===== src/logic/level_sel_cfg.svh =====
`ifndef LEVEL_SEL_CFG_SVH
`define LEVEL_SEL_CFG_SVH

// ==========================================================
// Register map
`define LVL_ADDR_W 12
`define LVL_CTRL_OFFSET 12'ha00
`define LVL_REV_OFFSET 12'ha02

// ==========================================================
// Field layout
`define LVL_GROUPS 5
`define LVL_HI_LSB 8
`define LVL_LO_LSB 0
`define LVL_LANE_W 8
`define LVL_LANE_LO 0
`define LVL_LANE_HI 1

// ==========================================================
// Reset and fixed values
`define LVL_CTRL_RESET 16'h0000
`define LVL_SEL_RESET 5'h00
`define LVL_WORD_ZERO 16'h0000
`define LVL_REV_UPPER 8'h00
`define LVL_REV_DEFAULT 8'h01

`endif


===== src/logic/level_sel_pkg.sv =====
`default_nettype none
package level_sel_pkg;
	typedef logic [15:0] regWord_type;
	typedef logic [11:0] regAddr_type;
	typedef logic [4:0] groupSel_type;
	typedef logic [1:0] laneEn_type;
	typedef enum logic [1:0] {HIT_NONE, HIT_CTRL, HIT_REV} regHit_type;
	typedef enum logic {ST_IDLE, ST_ANSWER} busState_type;
endpackage
`default_nettype wire


===== src/logic/level_sel_if.sv =====
`timescale 1ns/1ps
`default_nettype none
interface level_sel_if;
	import level_sel_pkg::*;
	regWord_type ctrlWord;
	groupSel_type highSel;
	groupSel_type lowSel;
	modport owner (output ctrlWord, input highSel, input lowSel);
	modport decoder (input ctrlWord, output highSel, output lowSel);
endinterface
`default_nettype wire


===== src/logic/level_group_decode.sv =====
`timescale 1ns/1ps
`default_nettype none
`include "level_sel_cfg.svh"
module level_group_decode #(
	parameter int GROUPS = `LVL_GROUPS
) (
	// Clock and reset
	input wire logic clk,
	input wire logic rstnInt,
	// Control word in, group selects out
	level_sel_if.decoder lvl
);
	import level_sel_pkg::*;

	// ==========================================================
	// Per-group select lines
	groupSel_type highSel_r, highSel_nxt;
	groupSel_type lowSel_r, lowSel_nxt;

	genvar g;
	generate
		for (g = 0; g < GROUPS; g++) begin : grp
			// Group 0 is channels 72-61, top group is 120-109
			always_comb begin
				highSel_nxt[g] = lvl.ctrlWord[`LVL_HI_LSB + g];
				lowSel_nxt[g] = lvl.ctrlWord[`LVL_LO_LSB + g];
			end
		end
	endgenerate

	// Registered so the drivers never see decode glitches
	always_ff @(posedge clk or negedge rstnInt) begin
		if (!rstnInt) begin
			highSel_r <= `LVL_SEL_RESET;
			lowSel_r <= `LVL_SEL_RESET;
		end else begin
			highSel_r <= highSel_nxt;
			lowSel_r <= lowSel_nxt;
		end
	end

	assign lvl.highSel = highSel_r;
	assign lvl.lowSel = lowSel_r;
endmodule
`default_nettype wire


===== src/logic/output_level_select_regs.sv =====
// Overview of operation
// - Bits 12..8 pick high level, 28/73 V
// - Bits 4..0 pick low level, ground/2.5 V
// - Bits 15..13 stored, read back, inert
// - Bits 7..5 stored, read back, inert
// - Revision upper byte always reads zero
// - Revision lower byte is fixed code
`timescale 1ns/1ps
`default_nettype none
`include "level_sel_cfg.svh"
module output_level_select_regs #(
	parameter logic [7:0] HW_REVISION = `LVL_REV_DEFAULT
) (
	// Clock and reset
	input wire logic clk,
	input wire logic rstn,
	// Backplane register access
	input wire level_sel_pkg::regAddr_type busAddr,
	input wire logic busStrobeN,
	input wire logic busWriteN,
	input wire level_sel_pkg::laneEn_type busLaneN,
	input wire level_sel_pkg::regWord_type busWdata,
	output logic [15:0] busRdata,
	output logic busAckN,
	output logic busErrN,
	// Drive level selects, one bit per 12-channel group
	output logic [4:0] highDriveLevelSelect,
	output logic [4:0] lowDriveLevelSelect
);
	import level_sel_pkg::*;

	// ==========================================================
	// Address decode
	// Bit 0 ignored: both registers are whole 16-bit words
	function automatic regHit_type regHit(input regAddr_type a);
		regHit_type h;
		h = HIT_NONE;
		if ({a[11:1], 1'b0} == `LVL_CTRL_OFFSET) begin
			h = HIT_CTRL;
		end else if ({a[11:1], 1'b0} == `LVL_REV_OFFSET) begin
			h = HIT_REV;
		end
		return h;
	endfunction

	// ==========================================================
	// Reset release
	// Assert is immediate, release waits two edges so that every
	// flop leaves reset in the same cycle.
	logic rstSync1_r, rstSync1_nxt;
	logic rstSync2_r, rstSync2_nxt;
	logic rstnInt;

	always_comb begin
		rstSync1_nxt = 1'b1;
		rstSync2_nxt = rstSync1_r;
	end

	always_ff @(posedge clk or negedge rstn) begin
		if (!rstn) begin
			rstSync1_r <= 1'b0;
			rstSync2_r <= 1'b0;
		end else begin
			rstSync1_r <= rstSync1_nxt;
			rstSync2_r <= rstSync2_nxt;
		end
	end

	assign rstnInt = rstSync2_r;

	// ==========================================================
	// Bus pin synchroniser
	// Every bus pin is asynchronous, so each bit passes three flops
	// and a new level counts once stages two and three agree.
	// The strobe travels in the same word, so address and data seen
	// with it settle at the same edge: costs latency, but asks no
	// setup margin of the master.
	localparam int PIN_W = $bits(regAddr_type) + $bits(laneEn_type)
		+ $bits(regWord_type) + 2;

	logic [PIN_W-1:0] pinRaw;
	wire [PIN_W-1:0] pinAgree;
	logic [PIN_W-1:0] pinSync1_r, pinSync1_nxt;
	logic [PIN_W-1:0] pinSync2_r, pinSync2_nxt;
	logic [PIN_W-1:0] pinSync3_r, pinSync3_nxt;
	logic [PIN_W-1:0] pinSeen_r, pinSeen_nxt;
	logic strobeSeen;
	logic wrSeenN;
	laneEn_type laneSeenN;
	regAddr_type addrSeen;
	regWord_type wdataSeen;

	// Strobe inverted so that a cleared filter means idle
	assign pinRaw = {~busStrobeN, busWriteN, busLaneN, busAddr,
		busWdata};

	genvar b;
	generate
		for (b = 0; b < PIN_W; b++) begin : pinBit
			assign pinAgree[b] = pinSync2_r[b] == pinSync3_r[b];
		end
	endgenerate

	always_comb begin
		pinSync1_nxt = pinRaw;
		pinSync2_nxt = pinSync1_r;
		pinSync3_nxt = pinSync2_r;
		pinSeen_nxt = (pinSeen_r & ~pinAgree) | (pinSync3_r & pinAgree);
	end

	always_ff @(posedge clk or negedge rstnInt) begin
		if (!rstnInt) begin
			pinSync1_r <= '0;
			pinSync2_r <= '0;
			pinSync3_r <= '0;
			pinSeen_r <= '0;
		end else begin
			pinSync1_r <= pinSync1_nxt;
			pinSync2_r <= pinSync2_nxt;
			pinSync3_r <= pinSync3_nxt;
			pinSeen_r <= pinSeen_nxt;
		end
	end

	assign {strobeSeen, wrSeenN, laneSeenN, addrSeen,
		wdataSeen} = pinSeen_r;

	// ==========================================================
	// Register bank and bus answer
	busState_type state_r, state_nxt;
	regWord_type ctrl_r, ctrl_nxt;
	regWord_type rdata_r, rdata_nxt;
	regWord_type revWord;
	logic ack_r, ack_nxt;
	logic err_r, err_nxt;
	regHit_type hit;

	assign revWord = {`LVL_REV_UPPER, HW_REVISION};
	assign hit = regHit(addrSeen);

	always_comb begin
		state_nxt = state_r;
		ctrl_nxt = ctrl_r;
		rdata_nxt = rdata_r;
		ack_nxt = ack_r;
		err_nxt = err_r;
		case (state_r)
			ST_IDLE: begin
				if (strobeSeen) begin
					state_nxt = ST_ANSWER;
					rdata_nxt = `LVL_WORD_ZERO;
					if (hit == HIT_CTRL) begin
						ack_nxt = 1'b1;
						// Every bit is stored, spare ones included
						if (!wrSeenN) begin
							if (!laneSeenN[`LVL_LANE_HI]) begin
								ctrl_nxt[15:8] = wdataSeen[15:8];
							end
							if (!laneSeenN[`LVL_LANE_LO]) begin
								ctrl_nxt[7:0] = wdataSeen[7:0];
							end
						end else begin
							rdata_nxt = ctrl_r;
						end
					end else if (hit == HIT_REV) begin
						// Writes to the revision word are taken and dropped
						ack_nxt = 1'b1;
						if (wrSeenN) begin
							rdata_nxt = revWord;
						end
					end else begin
						err_nxt = 1'b1;
					end
				end
			end
			ST_ANSWER: begin
				// Answer holds until the master lets go of the strobe
				if (!strobeSeen) begin
					state_nxt = ST_IDLE;
					ack_nxt = 1'b0;
					err_nxt = 1'b0;
				end
			end
			default: begin
				state_nxt = ST_IDLE;
			end
		endcase
	end

	always_ff @(posedge clk or negedge rstnInt) begin
		if (!rstnInt) begin
			state_r <= ST_IDLE;
			ctrl_r <= `LVL_CTRL_RESET;
			rdata_r <= `LVL_WORD_ZERO;
			ack_r <= 1'b0;
			err_r <= 1'b0;
		end else begin
			state_r <= state_nxt;
			ctrl_r <= ctrl_nxt;
			rdata_r <= rdata_nxt;
			ack_r <= ack_nxt;
			err_r <= err_nxt;
		end
	end

	assign busRdata = rdata_r;
	assign busAckN = ~ack_r;
	assign busErrN = ~err_r;

	// ==========================================================
	// Group decode
	// Spare bits never reach the decoder's outputs
	level_sel_if lvl ();

	assign lvl.ctrlWord = ctrl_r;

	level_group_decode #(
		.GROUPS(`LVL_GROUPS)
	) decode (
		.clk(clk),
		.rstnInt(rstnInt),
		.lvl(lvl.decoder)
	);

	assign highDriveLevelSelect = lvl.highSel;
	assign lowDriveLevelSelect = lvl.lowSel;
endmodule
`default_nettype wire


===== config.mk =====
export PLATFORM = sky130hd
export DESIGN_NAME = output_level_select_regs
export DESIGN_NICKNAME = d
export VERILOG_FILES = /design/src/logic/level_sel_pkg.sv /design/src/logic/level_sel_if.sv /design/src/logic/level_group_decode.sv /design/src/logic/output_level_select_regs.sv
export VERILOG_INCLUDE_DIRS = /design/src /design/src/logic
export SDC_FILE = /design/constraint.sdc
export NUM_CORES = 1
export LEC_CHECK = 0
export BUFFER_PORTS_ARGS = -buffer_cell sky130_fd_sc_hd__buf_2
export CAP_MARGIN = 10
export CORE_AREA = 2 2 118 120
export DETAILED_ROUTE_END_ITERATION = 12
export DIE_AREA = 0 0 120 122
export PLACE_DENSITY = 0.55
export SYNTH_ARGS = -nofsm -noshare
export SYNTH_HDL_FRONTEND = slang
export SYNTH_HIERARCHICAL = 1
export SYNTH_SLANG_ARGS = --single-unit

===== constraint.sdc =====
create_clock -name clk -period 10.8 [get_ports clk]
set_input_delay 2.7 -clock clk [delete_from_list [all_inputs] [get_ports clk]]
set_output_delay 2.7 -clock clk [all_outputs]
set_load 0.01 [all_outputs]

==> results of run 1 <==
[cell families after synthesis]
kind of cell	after synthesis
mux	17
compound gates	20
simple gates	14
other cells	1
fa+ha+maj	34
flops	171
buf+inv	40
[report_power, final]
part | switching (mW) | internal, mW
logic | 0.0191 | 0.0166
registers | 0.0208 | 0.672
clock network | 0.243 | 0.362
[stage by stage]
stage | power, mW | setup slack (ns)
after floorplan | 0.723 | 5.68
after global placement | 0.740 | 7.54
after detailed placement | 0.743 | 7.54
after CTS | 1.36 | 7.07
after global routing | 1.39 | 7.05
final | 1.33 | 7.11
[layout by cell type, fill, tap and decap left out, types with 3 or more instances in the layout]
master     netlist  final
ha_1             3      3
buf_2            2     60
inv_6            0      4
clkbuf_8         0      3
o22ai_1         15     15
maj3_1          31     31
mux2_2          15     15
clkbuf_16        0     17
inv_1           35     35
dfrtp_1        171    170
[worst paths after layout]
check                              startpoint             to  slack (ns)  cells after the start
worst max-delay path                    err_r        busErrN        7.11                      2
worst min-delay path            pinSync1_r[5]  pinSync2_r[5]        0.34                      0
worst max register to register        state_r      ctrl_r[1]        7.78                      5
worst min register to register  pinSync1_r[5]  pinSync2_r[5]        0.34                      0
max in group asynchronous          rstSync2_r  pinSync2_r[1]        8.63                      1
min in group asynchronous          rstSync2_r  pinSync3_r[4]        0.49                      0
[layout make-up]
cell class / instances / area share [%]
multi-input cells: 86 / 12.6
well taps: 180 / 3.55
inverters: 35 / 2.07
flip-flops and latches: 171 / 67.4
clock buffers: 21 / 7.41
repair buffers: 61 / 4.85
clock inverters: 11 / 2.09
[routing by layer]
| metal | vias to the layer above | share of wire, % | GRT usage, % |
|---|---|---|---|
| met2 | 46 | 48 | 18.1 |
| li1 | 1145 | - | - |
| met5 | - | 0 | 0 |
| met1 | 1316 | 46 | 16.1 |
| met4 | 0 | 1.4 | 5.29 |
| met3 | 8 | 4.6 | 4.87 |
==> flow_summary.ini, run 1 <==
[synth]
syn_nets = 334
async_flop_share_pct = 100
synth_area_leaders = dfrtp_1 (82%), maj3_1 (5.9%), mux2_2 (3.2%), inv_1 (2.5%), o22ai_1 (1.8%)
synth_cell_type_count = 25
synth-compound-area-share_pct = 2.44
synth.top_cell.area_share_pct = 81.8
yosysMostFrequentCell = dfrtp_1
syn_area_um2 = 5230
synth.avg_cell_area_um2 = 17.6
yosys.area_share.xor_xnor_pct = 0
netlist_instances = 297
yosysSeqAreaShare_pct = 81.8
synth_seq_cells = 171
yosysTopAreaCell = dfrtp_1
ys.flop_type = dfrtp_1
synthSimpleGateAreaFrac_pct = 2.46
synth_common_cells = dfrtp_1 (171), inv_1 (35), maj3_1 (31), mux2_2 (15), o22ai_1 (15)
synth_top_family_by_area = adder cells
synthAdderAreaFrac_pct = 6.65
synth_warnings = 6
synthMuxAreaShare_pct = 3.66
synth_edf_count = 0

[placed_design]
gp_congestion = 0.659
dpl_cell_area_um2 = 5750
dpl.hpwl_mm = 4.64
dpl.cell_count = 533
numPortBuffers = 60

[critical_path]
required_ns = 8.10
cp.buffers_inverters = 2
cp-start-kind = flop
crit_fanout = 2
critPathKind = reg2out
slowest_delay_ns = 0.36
setup.worst_path.end_class = output pin
slowest_stage = dfrtp_1
crit_chain = inv_1, buf_2
crit_arrival_ns = 0.99
crit_family = flip-flops

[global_route]
grt_pass1_vias = 2617
grt-ovfl-total = 0
grt_util_all_layers_pct = 12.2
antenna_found_initial = 0
grt_start_max_net_pins = 87
grt_pass1_wl_mm = 13.3

[cts]
tritoncts = built
clkLatencyLatePin_ns = 0.42
post-cts-setup-buffer-count = 0
numCtsBuffers = 17
ctsHoldBuffers = 0
cts_sinks = 171
cts.repair.resized = 0
htreeDepth = 4
cts_root_buffer = clkbuf_16
clk_pin_slew_worst_paths_ns = 0.07
cts_max_path_buffers = 2

[timing]
layout_min_cycle_time_ns = 3.69
slew_headroom_pct = 30.4
fmax_mhz = 271
finClkSkew_ns = 0.00720
setup_viol = 0
finalHoldViolCount = 0
maxSlewViolCount = 0
period_share_pct = 34.2
finalSetupTns_ns = 0
worst_hold_slack_ns = 0.343
rsz0062_at_grt = false
worstMarginPinSlew_ns = 1.04

[detailed_routing]
vias = 2515
drc = 0
post_drt_via_cell_ratio = 4.45
dr.pass1.iters = 4
wl_mm = 7.71
avgRoutedWirePerCell_um = 13.6
ant_nets = 0
drt_iter0_drc = 122

[die]
die_w_um = 120
die_area_um2 = 14600
initial_core_util_pct = 38.7
core_um2 = 13500
placementRows = 43
die_h_um = 122
pin_count = 62

[worst_hold_path]
hold_path.class = reg2reg

[run_status]
status = finished, final reports clean

[run]
drv_cap = 0

[pwr]
p_leak_nw = 2.95
ir_drop_mv = 0.105
power.density_nw_per_um2 = 210

[cells_and_area]
postLayoutCoreUtil_pct = 47.0
final-instance-count-excl-fill = 565
multi_input_area_um2 = 800
nets = 409
num_antenna_cells = 0
fillCellCount = 1197
design_area_um2 = 6350
area_growth_pct = 21.4
drive_gt1_share_pct = 29.1
regArea_um2 = 4280
Note: power is estimated with default switching activity, not from simulation.
==> run 2: changes to the inputs <==
--- a/config.mk
+++ b/config.mk
@@ -6,12 +6,13 @@
 export SDC_FILE = /design/constraint.sdc
 export NUM_CORES = 1
 export LEC_CHECK = 0
+export ABC_AREA = 1
 export BUFFER_PORTS_ARGS = -buffer_cell sky130_fd_sc_hd__buf_2
 export CAP_MARGIN = 10
-export CORE_AREA = 2 2 118 120
+export CORE_AREA = 2 2 120 122
 export DETAILED_ROUTE_END_ITERATION = 12
-export DIE_AREA = 0 0 120 122
-export PLACE_DENSITY = 0.55
+export DIE_AREA = 0 0 122 124
+export PLACE_DENSITY = 0.58
 export SYNTH_ARGS = -nofsm -noshare
 export SYNTH_HDL_FRONTEND = slang
 export SYNTH_HIERARCHICAL = 1
==> constraint.sdc (replaced) <==
create_clock -name clk -period 3.2 [get_ports clk]
set_input_delay 0.8 -clock clk [delete_from_list [all_inputs] [get_ports clk]]
set_output_delay 0.8 -clock clk [all_outputs]
set_load 0.01 [all_outputs]
==> flow_summary.ini, run 2 <==
[timing]
setup_ws_ns = 1.42
worstMarginPinSlew_ns = 0.807
maxSlewViolCount = 0
slew_headroom_pct = 46.2
setup_viol = 0
finClkSkew_ns = 0.0105
finalHoldViolCount = 0
fmax_mhz = 562
rsz0062_at_grt = false
period_share_pct = 55.6
finalSetupTns_ns = 0
layout_min_cycle_time_ns = 1.78

[pwr]
p_leak_nw = 3.13
ir_drop_mv = 0.361
power.density_nw_per_um2 = 698

[placed_design]
dpl_cell_area_um2 = 5930
dp_slack_ns = 1.47
numPortBuffers = 60
gp_congestion = 0.711
dpl.cell_count = 578
dpl.hpwl_mm = 5.27

[cts]
clk_pin_slew_worst_paths_ns = 0.06
ctsHoldBuffers = 0
cts_max_path_buffers = 2
cts_root_buffer = clkbuf_16
tritoncts = built
cts_sinks = 171
post-cts-setup-buffer-count = 0
numCtsBuffers = 17
cts.repair.resized = 0
clkLatencyLatePin_ns = 0.42
htreeDepth = 4

[synth]
synth_area_leaders = dfrtp_1 (79%), maj3_1 (5.7%), nand2_1 (4.6%), nand4_1 (1.8%), o21ai_2 (1.6%)
synth_cell_type_count = 25
synth.top_cell.area_share_pct = 78.8
synth_edf_count = 0
yosysSeqAreaShare_pct = 78.8
yosysTopAreaCell = dfrtp_1
async_flop_share_pct = 100
synth.avg_cell_area_um2 = 15.9
syn_area_um2 = 5430
netlist_instances = 342
yosysMostFrequentCell = dfrtp_1
synth_seq_cells = 171
syn_nets = 379
synth_common_cells = dfrtp_1 (171), nand2_1 (67), maj3_1 (31), nand4_1 (16)
ys.flop_type = dfrtp_1
synth_warnings = 6

[critical_path]
r2r_cells = 8
r2r-start = state_r
cp-start-kind = flop
required_ns = 2.40
crit_fanout = 2
crit_arrival_ns = 0.98
setup.worst_path.end_class = output pin
critPathKind = reg2out
critical_path.startpoint = ack_r

[cells_and_area]
design_area_um2 = 6550
drive_gt1_share_pct = 27.7
nets = 454
final_cell_mix = dfrtp_1 (170), nand2_1 (67), buf_2 (60)
fillCellCount = 1214
final_common_cell = dfrtp_1
area_growth_pct = 20.6
postLayoutCoreUtil_pct = 47.8
final-instance-count-excl-fill = 610
num_antenna_cells = 0

[die]
die_h_um = 124
pin_count = 62
placementRows = 43
core_um2 = 13700
die_w_um = 122
initial_core_util_pct = 39.6
die_area_um2 = 15100

[detailed_routing]
wl_mm = 7.84
avgRoutedWirePerCell_um = 12.9
vias = 2671
drc = 0
drt_iter0_drc = 130
dr.pass1.iters = 4
post_drt_via_cell_ratio = 4.38
ant_nets = 0

[global_route]
antenna_found_initial = 0
grt_pass1_wl_mm = 13.6
grt-ovfl-total = 0
grtUsageMet3_pct = 3.98
gr-usage-met2_pct = 17.0
grt_pass1_vias = 2825
met1_usage_pct = 16.1
grt_util_all_layers_pct = 12.0
busiest_layer = met2
grt_start_max_net_pins = 63

[run]
drv_cap = 0

[worst_hold_path]
hold_path.class = in2async

[run_status]
status = finished, final reports clean
-- run 2: per-layer routing --
layer	share of wire (%)	vias up	wire length, um
li1	-	1279	-
met1	48	1316	3770
met2	45	65	3530
met3	4.8	11	375
met4	2.1	0	162
met5	0	-	0
-- run 2: layout make-up --
cell class	instances	area (um^2)	share of cell area, %
Tap cell	180	225	3.44
Clock inverter	13	168	2.56
Inverter	11	41.3	0.630
Multi-Input combinational cell	154	1040	15.9
Clock buffer	19	453	6.91
Sequential cell	171	4280	65.4
Timing Repair Buffer	62	340	5.19
-- run 2: worst max-delay path, cell delays in order (launching register included) --
cell and delay [ns]:
dfrtp_1 0.36, inv_1 0.08, buf_2 0.13
-- run 2: metrics by stage --
stage,power [mW],hold WS [ns]
6_report,4.57,0.147
3_3_place_gp,2.53,0.333
3_5_place_dp,2.54,0.336
2_1_floorplan,2.47,0.331
4_1_cts,4.65,0.125
5_1_grt,4.77,0.128
-- run 2: worst paths after layout --
| path | to | slack, ns |
|---|---|---|
| worst min register to register | pinSync2_r[28] | 0.35 |
| min in group clk | pinSync2_r[28] | 0.35 |
| worst min-delay path | rstSync2_r | 0.15 |
| worst max register to register | ctrl_r[0] | 1.48 |
| max in group asynchronous | pinSync2_r[20] | 2.00 |
| worst max-delay path | busAckN | 1.42 |
-- run 2: power by group --
part	total, mW	internal [mW]	switching (mW)	leakage, nW
clock network	2.08	1.27	0.811	0.288
registers	2.34	2.27	0.0727	2.09
logic	0.147	0.0631	0.0841	0.751
-- run 2: cell families after synthesis --
logic type	Yosys count	synth area share [%]
AND/OR/NAND/NOR	101	9.95
AO/OA/AOI/OAI	18	2.74
adder cells (fa/ha/maj)	34	6.40
other	1	0.0690
flip-flops	171	78.8
buffers and inverters	17	2.07
==> run 3: changes to the inputs <==
--- a/config.mk
+++ b/config.mk
@@ -12,7 +12,7 @@
 export CORE_AREA = 2 2 120 122
 export DETAILED_ROUTE_END_ITERATION = 12
 export DIE_AREA = 0 0 122 124
-export PLACE_DENSITY = 0.58
+export PLACE_DENSITY = 0.55
 export SYNTH_ARGS = -nofsm -noshare
 export SYNTH_HDL_FRONTEND = slang
 export SYNTH_HIERARCHICAL = 1
==> constraint.sdc (replaced) <==
create_clock -name clk -period 1.8 [get_ports clk]
set_input_delay 0.45 -clock clk [delete_from_list [all_inputs] [get_ports clk]]
set_output_delay 0.45 -clock clk [all_outputs]
set_load 0.01 [all_outputs]
==> flow_summary.ini, run 3 (same netlist as run 2, synthesis figures left out) <==
[global_route]
grt_pass1_vias = 2714
grt_pass1_wl_mm = 13.7
grtUsageMet3_pct = 4.26
grt_util_all_layers_pct = 12.2
grt-ovfl-total = 0
busiest_layer = met1
gr-usage-met2_pct = 16.4
antenna_found_initial = 0
grt_start_max_net_pins = 75
met1_usage_pct = 16.9

[cts]
numCtsBuffers = 17
cts_max_path_buffers = 2
htreeDepth = 4
cts_root_buffer = clkbuf_16
tritoncts = built
clkLatencyLatePin_ns = 0.41
post-cts-setup-buffer-count = 0
cts_sinks = 171
clk_pin_slew_worst_paths_ns = 0.06

[cells_and_area]
final_cell_mix = dfrtp_1 (170), nand2_1 (67), buf_2 (60)
multi_input_area_um2 = 1040
area_growth_pct = 20.6
design_area_um2 = 6550
fillCellCount = 1212
regArea_um2 = 4280
drive_gt1_share_pct = 27.6
final_common_cell = dfrtp_1
final-instance-count-excl-fill = 615
postLayoutCoreUtil_pct = 47.8
num_antenna_cells = 0
nets = 459

[die]
placementRows = 43
core_um2 = 13700
pin_count = 62
initial_core_util_pct = 39.6
die_area_um2 = 15100
die_w_um = 122
die_h_um = 124

[timing]
finalHoldViolCount = 0
period_share_pct = 89.4
rsz0062_at_grt = false
maxSlewViolCount = 0
worst_hold_slack_ns = 0.141
finalSetupTns_ns = 0
setup_ws_ns = 0.190
finClkSkew_ns = 0.00503
layout_min_cycle_time_ns = 1.61
fmax_mhz = 621
setup_viol = 0

[run_status]
status = finished, final reports clean

[detailed_routing]
drc = 0
avgRoutedWirePerCell_um = 12.7
post_drt_via_cell_ratio = 4.32
drt_iter0_drc = 149
wl_mm = 7.79
dr.pass1.iters = 6
ant_nets = 0
vias = 2654

[placed_design]
dpl.hpwl_mm = 5.21
gp_congestion = 0.677
dpl_cell_area_um2 = 5960
dpl.cell_count = 582
dp_slack_ns = 0.187
numPortBuffers = 60

[critical_path]
critPathKind = reg2reg
r2r_cells = 8
rrSetupSlack_ns = 0.19
crit_fanout = 9
cp-start-kind = flop
r2r_end = ctrl_r[8]
setup.worst_path.end_class = flop
critical_path.startpoint = state_r
r2r-start = state_r
required_ns = 2.10
crit_arrival_ns = 1.91
endpoint = ctrl_r[8]

[pwr]
total_power_mw = 7.95
power.density_nw_per_um2 = 1210
ir_drop_mv = 0.604
p_leak_nw = 3.16

[run]
drv_cap = 0

[worst_hold_path]
hold_path.class = in2reg
## run 3: cell types whose count changed in the layout (fill, tap and decap cells not counted), sizes merged
| cell | previous run | this run |
|---|---|---|
| clkbuf | 19 | 24 |
| clkinv | 4 | 6 |
| clkinvlp | 5 | 0 |
| inv | 12 | 11 |
| buf | 62 | 66 |
| bufinv | 3 | 2 |
| dlygate4sd3 | 0 | 1 |
## run 3: final cells by class
cell class | count | share of cell area, %
Sequential cell | 171 | 65.4
Multi-Input combinational cell | 154 | 15.9
Clock buffer | 24 | 7.50
Timing Repair Buffer | 67 | 5.80
Tap cell | 180 | 3.44
Clock inverter | 8 | 1.37
Inverter | 11 | 0.630
## run 3: how the worst min path moves through the flow
stage	startpoint	endpoint	slack [ns]	cells past startpoint
final	busAddr[4]	pinSync1_r[20]	0.14	1
after global routing	busAddr[4]	pinSync1_r[20]	0.11	1
after CTS	busAddr[4]	pinSync1_r[20]	0.11	1
after detailed placement	rstn	rstSync1_r	0.25	1
after global placement	rstn	rstSync1_r	0.25	1
after floorplan	rstn	rstSync1_r	0.15	0
## run 3: layer usage
| layer | vias up | share of wire [%] | routed length [um] |
|---|---|---|---|
| met4 | 0 | 2.3 | 178 |
| met2 | 56 | 43 | 3340 |
| li1 | 1291 | - | - |
| met5 | - | 0 | 0 |
| met1 | 1290 | 50 | 3910 |
| met3 | 17 | 4.7 | 368 |
## run 3: repair_timing
item,CTS,global route
gates resized for setup,0,0
hold buffers,1,0
hold endpoints to repair,2,0
## run 3: worst max-delay path: stages, from the launching register on
cell and delay (ns):
dfrtp_1 0.40, inv_1 0.11, ha_1 0.22, inv_2 0.05
or2_4 0.28, nor2_8 0.17, nand3_4 0.13, nand2_1 0.10
nand2_1 0.05
## run 3: report_power, final
part	switching [mW]	internal (mW)	total, mW
clock network	1.34	2.18	3.51
logic	0.179	0.122	0.301
registers	0.103	4.03	4.14
